`src/iid_regs.vh`:
```
// Constants for the input image and diagnostic event block.
// Assumes a 50 MHz system clock and a 32-bit Avalon-MM register port.
`ifndef IID_REGS_VH
`define IID_REGS_VH

// ==========================================================================
// Clock and timing
`define IID_CLK_HZ            50000000
`define IID_CYC_PER_MS        (`IID_CLK_HZ / 1000)
`define IID_FLASH_HALF_MS     500

// ==========================================================================
// Register byte offsets
`define IID_ADDR_W            5
`define IID_OFS_CTRL          5'h00
`define IID_OFS_IMAGE         5'h04
`define IID_OFS_IO_STATUS     5'h08
`define IID_OFS_IRQ_STATUS    5'h0C
`define IID_OFS_IRQ_MASK      5'h10
`define IID_OFS_IN_DELAY      5'h14
`define IID_OFS_OUT_DELAY     5'h18
`define IID_OFS_FAULT         5'h1C

// ==========================================================================
// Control register fields
`define IID_CTRL_MODE_BIT     0
`define IID_CTRL_RESTORE_BIT  1
`define IID_CTRL_ACTIVE_BIT   2
`define IID_MODE_BM_EVENT     1'b0
`define IID_MODE_NET_TIME     1'b1

// ==========================================================================
// Status word and interrupt fields
`define IID_IOS_OVERLOAD_BIT  4
`define IID_IOS_UNDERVOLT_BIT 5
`define IID_IRQ_W             3
`define IID_IRQ_IMAGE_BIT     0
`define IID_IRQ_EMCY_BIT      1
`define IID_IRQ_FAULT_BIT     2

// ==========================================================================
// Fault sources and emergency message contents
`define IID_SRC_OVERCURRENT   2'h0
`define IID_SRC_SURGE         2'h1
`define IID_SRC_UNDERVOLT     2'h2
`define IID_SRC_OVERTEMP      2'h3
`define IID_CODE_OVERCURRENT  16'h3001
`define IID_CODE_SURGE        16'h3002
`define IID_CODE_UNDERVOLT    16'h3003
`define IID_CODE_OVERTEMP     16'h4001
`define IID_CODE_RESET        16'h0000
`define IID_ERREG_SUPPLY_BIT  2
`define IID_ERREG_TEMP_BIT    4
`define IID_DIAG_OVERCURRENT  8'h01
`define IID_DIAG_SURGE        8'h02
`define IID_DIAG_UNDERVOLT    8'h03
`define IID_DIAG_OVERTEMP     8'h06
`define IID_MSG_BYTES         4'h8

// ==========================================================================
// Reset values
`define IID_RST_IN_DELAY      16'h0001
`define IID_RST_OUT_DELAY     16'h0001
`define IID_RST_WORD          32'h0000_0000

`endif

```
`src/iid_sync3.v`:
```
// Three-stage synchroniser for a group of asynchronous pins.
// Assumes each bit changes slowly compared with the system clock.
`timescale 1ns/1ns
module iid_sync3 #(
  parameter W = 1
) (
  // Clock and reset
  input  wire         i_clk_sys,
  input  wire         i_rst_n,
  // Pins and synchronised levels
  input  wire [W-1:0] i_async,
  output reg  [W-1:0] o_level
);

  reg [W-1:0] stage1;
  reg [W-1:0] stage2;
  reg [W-1:0] stage3;
  integer     k;

  // ========================================================================
  // Chain; a bit is accepted once stages two and three agree
  always @(posedge i_clk_sys or negedge i_rst_n) begin
    if (!i_rst_n) begin
      stage1  <= {W{1'b0}};
      stage2  <= {W{1'b0}};
      stage3  <= {W{1'b0}};
      o_level <= {W{1'b0}};
    end else begin
      stage1 <= i_async;
      stage2 <= stage1;
      stage3 <= stage2;
      for (k = 0; k < W; k = k + 1) begin
        if (stage2[k] == stage3[k]) begin
          o_level[k] <= stage3[k];
        end
      end
    end
  end

endmodule

```
`src/iid_emcy_tx.v`:
```
// Emergency message serialiser: eight bytes out, least significant first.
// Assumes the link side accepts a byte on valid and ready; no reply exists.
`timescale 1ns/1ns
`include "iid_regs.vh"
module iid_emcy_tx (
  // Clock and reset
  input  wire        i_clk_sys,
  input  wire        i_rst_n,
  // Message load
  input  wire        i_start,
  input  wire [63:0] i_msg,
  // Byte stream
  output reg  [7:0]  o_byte,
  output reg         o_valid,
  output reg         o_last,
  input  wire        i_ready
);

  reg [63:0] shift;
  reg [3:0]  left;

  // ========================================================================
  // Load, then shift one byte per accepted beat
  always @(posedge i_clk_sys or negedge i_rst_n) begin
    if (!i_rst_n) begin
      shift   <= 64'h0000_0000_0000_0000;
      left    <= 4'h0;
      o_byte  <= 8'h00;
      o_valid <= 1'b0;
      o_last  <= 1'b0;
    end else if (i_start && !o_valid) begin
      shift   <= {8'h00, i_msg[63:8]};
      o_byte  <= i_msg[7:0];
      left    <= `IID_MSG_BYTES - 4'h1;
      o_valid <= 1'b1;
      o_last  <= 1'b0;
    end else if (o_valid && i_ready) begin
      if (left == 4'h0) begin
        o_valid <= 1'b0;
        o_last  <= 1'b0;
      end else begin
        o_byte <= shift[7:0];
        shift  <= {8'h00, shift[63:8]};
        left   <= left - 4'h1;
        o_last <= (left == 4'h1);
      end
    end
  end

endmodule

```
`src/iid_top.v`:
```
// Input process image, status word and emergency diagnostics for a
// sixteen-channel digital input fieldbus device.
// Assumes one 50 MHz clock, an Avalon-MM master for the registers, and a
// link engine that carries the image and the emergency byte stream.
//
// Overview of operation
// - Inputs one to eight fill image byte 0, nine to sixteen byte 1.
// - Status word bit 5 undervoltage, bit 4 overload; other bits read zero.
// - Emergency message: two-byte code, one-byte error register, five diagnostic bytes.
// - Codes 3001/3002/3003 set error bit 2, 4001 sets bit 4; diag 01/02/03/06.
// - Emergency messages go out unprompted and expect no acknowledgement.
// - A clearing fault sends code 0000, its error bit cleared unless another reported fault shares it, same diagnostic data.
// - Configuration picks the update trigger: buffer manager event or sync pulse.
// - In buffer manager mode inputs are sampled every clock, free running.
// - After reset the block works in buffer manager event mode.
// - In network time mode the image is output a set delay after sync.
// - In network time mode inputs are sampled a set delay after sync.
// - Writing one to restore requests defaults, applied at the next power-on.
// - After boot the ready lamp is steady or flashing by bus state.
// - Multi-byte fields leave least significant byte first.
`timescale 1ns/1ns
`include "iid_regs.vh"
module iid_top #(
  parameter N_IN       = 16,
  parameter FLASH_HALF = `IID_FLASH_HALF_MS * `IID_CYC_PER_MS
) (
  // Clock and reset
  input  wire                   i_clk_sys,
  input  wire                   i_rst_n,
  // Avalon-MM register slave
  input  wire [`IID_ADDR_W-1:0] i_avs_address,
  input  wire                   i_avs_read,
  input  wire                   i_avs_write,
  input  wire [31:0]            i_avs_writedata,
  output reg  [31:0]            o_avs_readdata,
  output reg                    o_avs_waitrequest,
  output reg                    o_irq,
  // Field pins
  input  wire [N_IN-1:0]        i_digital_input,
  input  wire                   i_fault_overcurrent,
  input  wire                   i_fault_surge,
  input  wire                   i_fault_undervolt,
  input  wire                   i_fault_overtemp,
  input  wire                   i_clock_sync_pulse,
  // Link engine side
  input  wire                   i_buffer_manager_event,
  input  wire                   i_restart,
  input  wire                   i_boot_done,
  input  wire                   i_bus_operational,
  output reg  [N_IN-1:0]        o_transmit_process_image,
  output reg                    o_image_strobe,
  output reg  [31:0]            o_io_status,
  output wire [7:0]             o_emcy_byte,
  output wire                   o_emcy_valid,
  output wire                   o_emcy_last,
  input  wire                   i_emcy_ready,
  // Device level outputs
  output reg                    o_mode_active,
  output reg                    o_restore_defaults_req,
  output reg                    o_ready_led
);

  // ========================================================================
  // Declarations
  wire [N_IN+4:0]          sync_level;
  wire [N_IN-1:0]          di_level;
  wire [3:0]               fault_now;
  wire                     sync_level_pulse;
  reg                      sync_prev;
  wire                     sync_rise;
  reg                      mode_req;
  reg  [15:0]              in_delay;
  reg  [15:0]              out_delay;
  reg  [15:0]              in_cnt;
  reg  [15:0]              out_cnt;
  reg                      in_run;
  reg                      out_run;
  reg  [N_IN-1:0]          sampled;
  reg  [`IID_IRQ_W-1:0]    irq_status;
  reg  [`IID_IRQ_W-1:0]    irq_mask;
  reg  [`IID_IRQ_W-1:0]    irq_set;
  reg  [3:0]               reported;
  reg  [3:0]               pending;
  reg  [7:0]               q_src;
  reg  [2:0]               q_cnt;
  reg                      enq;
  reg  [1:0]               enq_src;
  wire                     deq;
  wire [1:0]               deq_src;
  reg                      tx_start;
  reg  [63:0]              tx_msg;
  reg  [31:0]              flash_cnt;
  reg                      flash;
  reg  [31:0]              next_readdata;
  wire                     bus_req;
  wire                     wr_now;
  wire [7:0]               err_reg;
  integer                  i;

  // ========================================================================
  // Functions
  // Error code of a fault source
  function [15:0] code_of;
    input [1:0] src;
    begin
      case (src)
        `IID_SRC_OVERCURRENT: code_of = `IID_CODE_OVERCURRENT;
        `IID_SRC_SURGE:       code_of = `IID_CODE_SURGE;
        `IID_SRC_UNDERVOLT:   code_of = `IID_CODE_UNDERVOLT;
        default:              code_of = `IID_CODE_OVERTEMP;
      endcase
    end
  endfunction

  // Diagnostic identifier byte of a fault source
  function [7:0] diag_of;
    input [1:0] src;
    begin
      case (src)
        `IID_SRC_OVERCURRENT: diag_of = `IID_DIAG_OVERCURRENT;
        `IID_SRC_SURGE:       diag_of = `IID_DIAG_SURGE;
        `IID_SRC_UNDERVOLT:   diag_of = `IID_DIAG_UNDERVOLT;
        default:              diag_of = `IID_DIAG_OVERTEMP;
      endcase
    end
  endfunction

  // Delay counter step: zero delay still waits one clock
  function [15:0] load_of;
    input [15:0] d;
    begin
      load_of = (d == 16'h0000) ? 16'h0001 : d;
    end
  endfunction

  // ========================================================================
  // Pin synchronisers for inputs, faults and the sync pulse
  iid_sync3 #(
    .W (N_IN + 5)
  ) u_sync (
    .i_clk_sys (i_clk_sys),
    .i_rst_n   (i_rst_n),
    .i_async   ({i_clock_sync_pulse, i_fault_overtemp, i_fault_undervolt,
                 i_fault_surge, i_fault_overcurrent, i_digital_input}),
    .o_level   (sync_level)
  );

  assign di_level         = sync_level[N_IN-1:0];
  assign fault_now        = sync_level[N_IN+3:N_IN];
  assign sync_level_pulse = sync_level[N_IN+4];
  assign sync_rise        = sync_level_pulse && !sync_prev;

  // ========================================================================
  // Avalon slave handshake: one wait cycle, then answer
  assign bus_req = i_avs_read || i_avs_write;
  assign wr_now  = i_avs_write && !o_avs_waitrequest;

  // Read multiplexer
  always @* begin
    next_readdata = `IID_RST_WORD;
    case (i_avs_address)
      `IID_OFS_CTRL: begin
        next_readdata[`IID_CTRL_MODE_BIT]    = mode_req;
        next_readdata[`IID_CTRL_RESTORE_BIT] = o_restore_defaults_req;
        next_readdata[`IID_CTRL_ACTIVE_BIT]  = o_mode_active;
      end
      `IID_OFS_IMAGE:      next_readdata[N_IN-1:0] = o_transmit_process_image;
      `IID_OFS_IO_STATUS:  next_readdata = o_io_status;
      `IID_OFS_IRQ_STATUS: next_readdata[`IID_IRQ_W-1:0] = irq_status;
      `IID_OFS_IRQ_MASK:   next_readdata[`IID_IRQ_W-1:0] = irq_mask;
      `IID_OFS_IN_DELAY:   next_readdata[15:0] = in_delay;
      `IID_OFS_OUT_DELAY:  next_readdata[15:0] = out_delay;
      `IID_OFS_FAULT:      next_readdata[11:0] = {pending, reported, fault_now};
      default:             next_readdata = `IID_RST_WORD;
    endcase
  end

  // Handshake and read data capture
  always @(posedge i_clk_sys or negedge i_rst_n) begin
    if (!i_rst_n) begin
      o_avs_waitrequest <= 1'b1;
      o_avs_readdata    <= `IID_RST_WORD;
    end else begin
      o_avs_waitrequest <= !(bus_req && o_avs_waitrequest);
      if (i_avs_read && o_avs_waitrequest) begin
        o_avs_readdata <= next_readdata;
      end
    end
  end

  // ========================================================================
  // Control registers written by software
  always @(posedge i_clk_sys or negedge i_rst_n) begin
    if (!i_rst_n) begin
      mode_req               <= `IID_MODE_BM_EVENT;
      o_restore_defaults_req <= 1'b0;
      irq_mask               <= {`IID_IRQ_W{1'b0}};
      in_delay               <= `IID_RST_IN_DELAY;
      out_delay              <= `IID_RST_OUT_DELAY;
    end else if (wr_now) begin
      case (i_avs_address)
        `IID_OFS_CTRL: begin
          mode_req <= i_avs_writedata[`IID_CTRL_MODE_BIT];
          if (i_avs_writedata[`IID_CTRL_RESTORE_BIT]) begin
            o_restore_defaults_req <= 1'b1;
          end
        end
        `IID_OFS_IRQ_MASK:  irq_mask  <= i_avs_writedata[`IID_IRQ_W-1:0];
        `IID_OFS_IN_DELAY:  in_delay  <= i_avs_writedata[15:0];
        `IID_OFS_OUT_DELAY: out_delay <= i_avs_writedata[15:0];
        default: begin
        end
      endcase
    end
  end

  // ========================================================================
  // Active mode, taken over only on a restart
  always @(posedge i_clk_sys or negedge i_rst_n) begin
    if (!i_rst_n) begin
      o_mode_active <= `IID_MODE_BM_EVENT;
    end else if (i_restart) begin
      o_mode_active <= mode_req;
    end
  end

  // ========================================================================
  // Network time mode delay counters after each sync pulse
  always @(posedge i_clk_sys or negedge i_rst_n) begin
    if (!i_rst_n) begin
      sync_prev <= 1'b0;
      in_cnt    <= 16'h0000;
      out_cnt   <= 16'h0000;
      in_run    <= 1'b0;
      out_run   <= 1'b0;
    end else begin
      sync_prev <= sync_level_pulse;
      if (o_mode_active == `IID_MODE_NET_TIME && sync_rise) begin
        in_cnt  <= load_of(in_delay);
        out_cnt <= load_of(out_delay);
        in_run  <= 1'b1;
        out_run <= 1'b1;
      end else begin
        if (in_run) begin
          in_cnt <= in_cnt - 16'h0001;
          in_run <= (in_cnt != 16'h0001);
        end
        if (out_run) begin
          out_cnt <= out_cnt - 16'h0001;
          out_run <= (out_cnt != 16'h0001);
        end
      end
    end
  end

  // ========================================================================
  // Input sampling and image publication
  always @(posedge i_clk_sys or negedge i_rst_n) begin
    if (!i_rst_n) begin
      sampled                  <= {N_IN{1'b0}};
      o_transmit_process_image <= {N_IN{1'b0}};
      o_image_strobe           <= 1'b0;
    end else begin
      o_image_strobe <= 1'b0;
      if (o_mode_active == `IID_MODE_BM_EVENT) begin
        sampled <= di_level;
        if (i_buffer_manager_event) begin
          o_transmit_process_image <= sampled;
          o_image_strobe           <= 1'b1;
        end
      end else begin
        if (in_run && in_cnt == 16'h0001) begin
          sampled <= di_level;
        end
        if (out_run && out_cnt == 16'h0001) begin
          o_transmit_process_image <= sampled;
          o_image_strobe           <= 1'b1;
        end
      end
    end
  end

  // Bit i of the image is input i+1: byte 0 holds inputs 1..8, byte 1 9..16
  // (the link sends byte 0 first)

  // ========================================================================
  // Status word: only the supply flags are live
  always @(posedge i_clk_sys or negedge i_rst_n) begin
    if (!i_rst_n) begin
      o_io_status <= `IID_RST_WORD;
    end else begin
      o_io_status                         <= `IID_RST_WORD;
      o_io_status[`IID_IOS_UNDERVOLT_BIT] <= fault_now[`IID_SRC_UNDERVOLT];
      o_io_status[`IID_IOS_OVERLOAD_BIT]  <= fault_now[`IID_SRC_OVERCURRENT];
    end
  end

  // ========================================================================
  // Fault change detection: lowest waiting source enters the queue
  always @* begin
    enq     = 1'b0;
    enq_src = 2'h0;
    for (i = 3; i >= 0; i = i - 1) begin
      if (!pending[i] && fault_now[i] != reported[i]) begin
        enq     = 1'b1;
        enq_src = i[1:0];
      end
    end
  end

  assign deq     = (q_cnt != 3'h0) && !o_emcy_valid && !tx_start;
  assign deq_src = q_src[1:0];
  assign err_reg = {3'h0, reported[`IID_SRC_OVERTEMP], 1'b0,
                    reported[`IID_SRC_OVERCURRENT] | reported[`IID_SRC_SURGE] |
                    reported[`IID_SRC_UNDERVOLT], 2'h0};

  // Queue of source indices in order of occurrence
  always @(posedge i_clk_sys or negedge i_rst_n) begin
    if (!i_rst_n) begin
      reported <= 4'h0;
      pending  <= 4'h0;
      q_src    <= 8'h00;
      q_cnt    <= 3'h0;
    end else begin
      if (enq) begin
        reported[enq_src] <= fault_now[enq_src];
        pending[enq_src]  <= 1'b1;
      end
      if (deq) begin
        pending[deq_src] <= 1'b0;
      end
      case ({enq, deq})
        2'b10: begin
          q_src[q_cnt[1:0]*2 +: 2] <= enq_src;
          q_cnt                    <= q_cnt + 3'h1;
        end
        2'b01: begin
          q_src <= {2'h0, q_src[7:2]};
          q_cnt <= q_cnt - 3'h1;
        end
        2'b11: begin
          q_src                           <= {2'h0, q_src[7:2]};
          q_src[(q_cnt[1:0]-2'h1)*2 +: 2] <= enq_src;
        end
        default: begin
        end
      endcase
    end
  end

  // ========================================================================
  // Message build: code, error register, five diagnostic bytes, LSB first
  always @(posedge i_clk_sys or negedge i_rst_n) begin
    if (!i_rst_n) begin
      tx_start <= 1'b0;
      tx_msg   <= 64'h0000_0000_0000_0000;
    end else begin
      tx_start <= deq;
      if (deq) begin
        tx_msg[15:0]  <= reported[deq_src] ? code_of(deq_src)
                                           : `IID_CODE_RESET;
        tx_msg[23:16] <= err_reg;
        tx_msg[31:24] <= 8'h00;
        tx_msg[39:32] <= diag_of(deq_src);
        tx_msg[63:40] <= 24'h00_0000;
      end
    end
  end

  // Serialiser sends byte 0 (code low) first
  iid_emcy_tx u_emcy (
    .i_clk_sys (i_clk_sys),
    .i_rst_n   (i_rst_n),
    .i_start   (tx_start),
    .i_msg     (tx_msg),
    .o_byte    (o_emcy_byte),
    .o_valid   (o_emcy_valid),
    .o_last    (o_emcy_last),
    .i_ready   (i_emcy_ready)
  );

  // ========================================================================
  // Interrupt status, write one to clear, set wins
  always @* begin
    irq_set                     = {`IID_IRQ_W{1'b0}};
    irq_set[`IID_IRQ_IMAGE_BIT] = o_image_strobe;
    irq_set[`IID_IRQ_EMCY_BIT]  = tx_start;
    irq_set[`IID_IRQ_FAULT_BIT] = enq;
  end

  always @(posedge i_clk_sys or negedge i_rst_n) begin
    if (!i_rst_n) begin
      irq_status <= {`IID_IRQ_W{1'b0}};
      o_irq      <= 1'b0;
    end else begin
      if (wr_now && i_avs_address == `IID_OFS_IRQ_STATUS) begin
        irq_status <= (irq_status & ~i_avs_writedata[`IID_IRQ_W-1:0]) | irq_set;
      end else begin
        irq_status <= irq_status | irq_set;
      end
      o_irq <= |(irq_status & irq_mask);
    end
  end

  // ========================================================================
  // Ready lamp: dark until boot, then steady or flashing
  always @(posedge i_clk_sys or negedge i_rst_n) begin
    if (!i_rst_n) begin
      flash_cnt   <= 32'h0000_0000;
      flash       <= 1'b0;
      o_ready_led <= 1'b0;
    end else begin
      if (flash_cnt >= FLASH_HALF - 1) begin
        flash_cnt <= 32'h0000_0000;
        flash     <= !flash;
      end else begin
        flash_cnt <= flash_cnt + 32'h0000_0001;
      end
      o_ready_led <= i_boot_done && (i_bus_operational || flash);
    end
  end

endmodule

```
`config.mk`:
```
export PLATFORM = sky130hd
export DESIGN_NAME = iid_top
export DESIGN_NICKNAME = d
export VERILOG_FILES = /design/src/iid_sync3.v /design/src/iid_emcy_tx.v /design/src/iid_top.v
export VERILOG_INCLUDE_DIRS = /design/src /design/src/src
export SDC_FILE = /design/constraint.sdc
export NUM_CORES = 1
export LEC_CHECK = 0
export ABC_AREA = 1
export BUFFER_PORTS_ARGS = -buffer_cell sky130_fd_sc_hd__clkbuf_2
export CORE_UTILIZATION = 50
export DETAILED_ROUTE_END_ITERATION = 12
export PLACE_DENSITY_LB_ADDON = 0.12
export SETUP_SLACK_MARGIN = 0.02
export SYNTH_ARGS = -nofsm -noshare
export SYNTH_HDL_FRONTEND = slang
export SYNTH_HIERARCHICAL = 1
export SYNTH_SLANG_ARGS = --single-unit
```
`constraint.sdc`:
```
create_clock -name i_clk_sys -period 5.85 [get_ports i_clk_sys]
set_input_delay 0.2925 -clock i_clk_sys [delete_from_list [all_inputs] [get_ports i_clk_sys]]
set_output_delay 0.2925 -clock i_clk_sys [all_outputs]
set_load 0.02 [all_outputs]
```
==> flow_summary.toml, run 1 <==
[critical_path]
r2r_setup_slack_ns = 2.87
r2r_end = "q_cnt[2]"
endpoint_kind = "flip-flop"
cp.required_ns = 6.26
path_cells = "inv_1, ha_1, nand2_1, nand2_2, inv_1, ha_1, inv_1, fa_1, a21boi_0, o21ai_0, xor2_1"
path_delay_family = "adder cells"
cp_max_fo = 19
reg2reg_from = "q_cnt[0]"
critPathSlowestCell = "dfrtp_1"
critPathBufInv = 3
critPathKind = "reg2reg"
critPathArrivalTime_ns = 3.38
r2r.worst_path.cells = 11
start_kind = "flip-flop"
cpMostUsedCell = "inv_1"
worst_path_largest_cell_delay_ns = 0.49

[clocking]
clock_latency_ns = 0.54
postCtsSetupBuffers = 0
cts_tree = "done"
cts_buffer_depth = 3
cts_sinks = 346
clkSlewWorstSetupHoldPaths_ns = 0.06
cts_made_buffers = 40
cts-root-buf = "clkbuf_16"
htreeDepth = 2
hold_buffers = 29
cts_resized = 0

[placement]
dpl-instance-area_um2 = 17320
port_buffers = 100
pre_cts_slack_ns = 2.866
gp_congestion = 0.8886
place.detailed.hpwl_um = 24950

[die]
die_x_um = 183.6
dieArea_um2 = 33710
die_height_um = 183.6
num_rows = 66
io_pins = 163
core-area_um2 = 32450
initial_utilization_pct = 50.81

[status]
violations = "design-rule violations"
status = "complete, but fails checks"

[timing]
holdWs_ns = 0.005751
fmax_mhz = 335.7
finClkSkew_ns = 0.02093
fin_ws_ns = 2.871
slew_headroom_pct = 33.87
rsz0062_at_grt = "no"
finalSetupViolations = 0
tns_ns = 0
finalCriticalPeriod_ns = 2.979
finalHoldViolCount = 0
tightest_slew_ns = 0.9919
fin_crit_sh_pct = 50.92
drv_slew = 0

[synthesis]
ys.flop_type = "dfrtp_1"
yosys.area.top_type_share_pct = 52.05
avgSynthCellArea_um2 = 8.128
ys_warn_count = 6
synth_cells = 2029
synth_largest_area_cell = "dfrtp_1"
synth_seq_cells = 346
synth_area_leaders = "dfrtp_1 52%, nand2_1 13%, inv_1 6.0%"
syn_area_um2 = 16490
synth-edff-count = 0
ys_async_sr_fraction_pct = 100.0
ys_types = 52
seq_area_frac_synth_pct = 52.53

[hold_path]
hold_class = "in2reg"
hold_start = "i_avs_writedata[13]"
hold_end = "out_delay[13]"
whs_path_depth = 3

[final_layout]
finalInstanceArea_um2 = 19020
final_cell_mix = "551 x nand2_1, 343 x dfrtp_1, 264 x inv_1"
layout_commonest_cell = "nand2_1"
fin_nets = 2300
seq_area_um2 = 8662
drive_gt1_share_pct = 10.10
area_delta_synth_final_pct = 15.36
multi_input_area_um2 = 6490
nFillCells = 3002
diodes = 0

[drt]
ant_nets = 0
post-route-drc-count = 1
routed_wl_um = 37050
drt_iter0_drc = 1162
dr_total_vias = 13130
routedWlPerCell_um = 13.83
via_per_inst = 4.901
dr.pass1.iters = 9

[global_routing]
grt_pass1_wl_um = 62030
gr-usage-all-layers_pct = 22.66
grt_max_degree = 121
first_global_vias = 12570
grt_overflow = 0
antenna_found_initial = 0

[pwr]
p_per_area_nw_per_um2 = 430.6
irDropWorstVdd_mv = 0.3178
leakage_nw = 9.538

[run]
maxCapViolations = 0
tightest hold or removal path: cells and delay by family:
kind                   cells  cell delay (ns)
AO/OA/AOI/OAI              1             0.07
buffers and inverters      2             0.15
where the power goes:
group          switching (W)  leakage [nW]  internal (W)  total [W]
Combinational        0.00155          4.50      0.000737    0.00229
Sequential          0.000396          4.35       0.00289    0.00328
Clock                0.00103         0.690       0.00159    0.00262
Total                0.00298          9.54       0.00521    0.00819
synthesized netlist by cell type, types with 13 or more instances:
library cell  count
nand4_1          23
nor2_1          240
inv_1           264
buf_4            51
a21oi_1          58
buf_2            24
o21ai_0         154
o21ai_1          29
dfrtp_1         343
ha_1             24
nor3_1           21
xor2_1           14
nand3_1          88
nand2_1         551
clkbuf_1         17
nor2_2           13
layout make-up:
type,instances,area share [%]
flip-flops and latches,346,45.53
repair buffers,137,4.591
clock buffers,51,5.847
multi-input cells,1408,34.12
clock inverters,20,1.579
well taps,442,2.907
inverters,275,5.426
registers in the layout, summed over array words and instances, names as in the netlist, 2 cells and up:
| signal | cells |
|---|---|
| sampled | 16 |
| flash_cnt | 32 |
| u_sync/stage1 | 21 |
| u_sync/stage3 | 21 |
| tx_msg | 9 |
| out_cnt | 16 |
| u_emcy/o_byte | 8 |
| o_transmit_process_image | 16 |
| pending | 4 |
| u_emcy/shift | 56 |
| q_cnt | 3 |
| o_io_status | 2 |
| irq_status | 3 |
| u_sync/stage2 | 21 |
| q_src | 8 |
| in_delay | 16 |
| irq_mask | 3 |
| out_delay | 16 |
| reported | 4 |
| o_avs_readdata | 16 |
| u_emcy/left | 4 |
| in_cnt | 16 |
| u_sync/o_level | 21 |
layer usage:
metal  wire length (um)  global-route usage [%]
met5                  0                       0
met4                858                   6.500
met2              16830                   35.91
met3               2018                   3.051
met1              17340                   32.54
cell families after synthesis:
kind of cell / count (synthesis) / share of synthesized area (%)
flip-flops: 346 / 52.53
AND/OR/NAND/NOR: 977 / 24.83
adder cells (fa/ha/maj): 25 / 1.942
other: 1 / 0.02274
buffers and inverters: 381 / 10.56
AO/OA/AOI/OAI: 278 / 8.999
XOR/XNOR: 21 / 1.115
per-stage QoR:
step / power, W / utilization, % / cells
2_1_floorplan: 0.005030 / - / 2135
3_3_place_gp: 0.005529 / 53.37 / 2579
3_5_place_dp: 0.005583 / 53.37 / 2579
4_1_cts: 0.008269 / 58.62 / 2679
5_1_grt: 0.008789 / 58.62 / 2679
6_report: 0.008191 / 58.62 / 2679
worst max-delay path by stage:
stage                        start       end  slack [ns]  depth (start not counted)
final                     q_cnt[0]  q_cnt[2]        2.87                         11
after global routing      q_cnt[0]  q_src[1]        2.59                         12
after CTS                 q_cnt[0]  q_cnt[2]        2.85                         11
after detailed placement  q_cnt[0]  q_cnt[2]        2.87                         11
after global placement    q_cnt[0]  q_cnt[2]        2.90                         11
after floorplan           q_cnt[0]  q_cnt[2]        3.40                         12
Power figures use the tool's default switching activity.
==> run 2: changes to the inputs <==
Clock period 5.85 ns to 2.7 ns, I/O delays scaled along.
==> run 2 against run 1 <==
- the run still ends with design-rule violations left
- sequential power up 120%
- setup slack worse by 2.6 ns
- combinational power up 120%
- wire length up 0.61%
- clock power up 95%
- count of clock-buffer cells in the layout up 2
- largest power group unchanged
- non-clock buffer count up 30
- critical path depth unchanged
- global-route usage up 0.092 points
- first-iteration DRC count down 16%
- total power up 110%
==> flow_summary.toml, run 2 (synthesized netlist as in run 1, its figures left out) <==
[pwr]
combPwrFrac_pct = 29.6
leakage_nw = 9.627
p_per_area_nw_per_um2 = 903.3
p_clk_share_pct = 29.5
power.net_switching_w = 0.006338
switching_share_pct = 36.53
internal_power_w = 0.01101
power.share.sequential_pct = 40.9
irDropWorstVdd_mv = 0.5876

[final_layout]
multi_input_area_um2 = 6492
drive_gt1_share_pct = 10.38
largest_register_ffs = 56
final_cell_mix = "551 x nand2_1, 343 x dfrtp_1, 264 x inv_1"
nFillCells = 2970
regMostFlops = "u_emcy/shift"
area_delta_synth_final_pct = 16.47
layout_commonest_cell = "nand2_1"
top_regs = "u_emcy/shift x56, flash_cnt x32"
seq_area_um2 = 8662
fin_util_pct = 59.18
stdcell_count = 2706
diodes = 0
fin_nets = 2329

[critical_path]
cp.required_ns = 3.10
cp_max_fo = 8
reg2reg_from = "q_cnt[0]"
crit_start = "q_cnt[0]"
endpoint_kind = "flip-flop"
critPathArrivalTime_ns = 2.83
critPathKind = "reg2reg"
start_kind = "flip-flop"

[global_routing]
first_global_vias = 12380
grt_overflow = 0
gr-usage-all-layers_pct = 22.75
grt_pass1_wl_um = 61910
antenna_found_initial = 0
grt_max_degree = 95

[clocking]
cts_made_buffers = 39
cts_tree = "done"
cts-root-buf = "clkbuf_16"
cts_sinks = 346
postCtsSetupBuffers = 0
cts_buffer_depth = 3
clkSlewWorstSetupHoldPaths_ns = 0.07
clock_latency_ns = 0.53
htreeDepth = 2

[drt]
routed_wl_um = 37270
drt_iter0_drc = 980
dr.pass1.iters = 9
ant_nets = 0
post-route-drc-count = 1
routedWlPerCell_um = 13.77
via_per_inst = 4.920
dr_total_vias = 13310

[placement]
dp.cells = 2593
place.detailed.hpwl_um = 25740
port_buffers = 100
gp_congestion = 0.9271

[hold_path]
hold_class = "in2reg"
hold_start = "i_avs_address[1]"

[status]
status = "complete, but fails checks"
violations = "design-rule violations"

[timing]
fmax_mhz = 409.9
finalCriticalPeriod_ns = 2.440
finalHoldViolCount = 0
rsz0062_at_grt = "no"
drv_slew = 0
finClkSkew_ns = 0.01528
slew_headroom_pct = 48.70
fin_crit_sh_pct = 90.35
tns_ns = 0
finalSetupViolations = 0
tightest_slew_ns = 0.7696

[die]
num_rows = 66
dieArea_um2 = 33710
die_height_um = 183.6
initial_utilization_pct = 50.81
core-area_um2 = 32450
die_x_um = 183.6
io_pins = 163

[run]
maxCapViolations = 0
[run 2: cell count changes in the layout (fill, tap and decap cells not counted), moves of 2 or more]
cell	change
inv_6	+2
clkinv_4	-2
buf_12	+7
dlygate4sd3_1	+16
inv_16	-2
bufinv_16	-3
clkinv_2	+2
clkbuf_1	+3
buf_4	+7
[run 2: worst max-delay path: stages (launching register included)]
cell,delay (ns)
dfrtp_1,0.51
inv_1,0.10
ha_1,0.25
nand2_1,0.09
nand2_2,0.05
inv_1,0.19
ha_1,0.18
inv_1,0.07
fa_1,0.39
a21boi_0,0.20
o21ai_0,0.13
xor2_1,0.15
[run 2: final cells by class]
cell class	count	area share (%)
flip-flops and latches	346	45.10
multi-input cells	1408	33.80
repair buffers	167	6.384
clock buffers	53	5.719
inverters	275	5.374
well taps	442	2.879
clock inverters	15	0.7426
[run 2: what timing repair did]
item	4_1_cts	5_1_grt
resized for setup	0	1
setup endpoints to repair	0	1
hold buffers	45	0
endpoints found under the hold margin	138	0
[run 2: final timing paths]
kind / to / slack [ns] / depth (start not counted)
worst max-delay path: q_cnt[2] / 0.26 / 11
worst min-delay path: o_restore_defaults_req / 0.03 / 4
worst max register to register: q_cnt[2] / 0.26 / 11
worst min register to register: u_sync/stage2[15] / 0.34 / 0
max in group asynchronous: o_avs_waitrequest / 1.63 / 3
min in group asynchronous: in_cnt[8] / 0.27 / 2
[run 2: metal layers]
metal	up-vias	global-route usage, %	part of all wire (%)
met5	-	0	0
met4	0	7.100	2.6
met1	6236	32.45	47
met2	373	36.00	46
met3	70	3.150	5.2
li1	6635	-	-
[run 2: stage by stage]
stage                     total power (W)  hold slack [ns]  cell area, um^2  setup slack [ns]
after floorplan                   0.01090          -0.1606            16890            0.2454
after global placement            0.01215           0.2426            17510            0.3575
after detailed placement          0.01225           0.2446            17510            0.2009
after CTS                         0.01752         0.004883            19200            0.1862
after global routing              0.01861          0.04694            19210           0.03334
final                             0.01735          0.03089            19210            0.2604
[run 2: power groups by stage]
stage	Combinational (W)	Sequential (W)	Clock, W
3_5_place_dp	0.00508	0.00717	0
5_1_grt	0.00591	0.00725	0.00546
3_3_place_gp	0.00501	0.00714	0
6_report	0.00513	0.00710	0.00511
2_1_floorplan	0.00385	0.00705	0
4_1_cts	0.00516	0.00709	0.00526
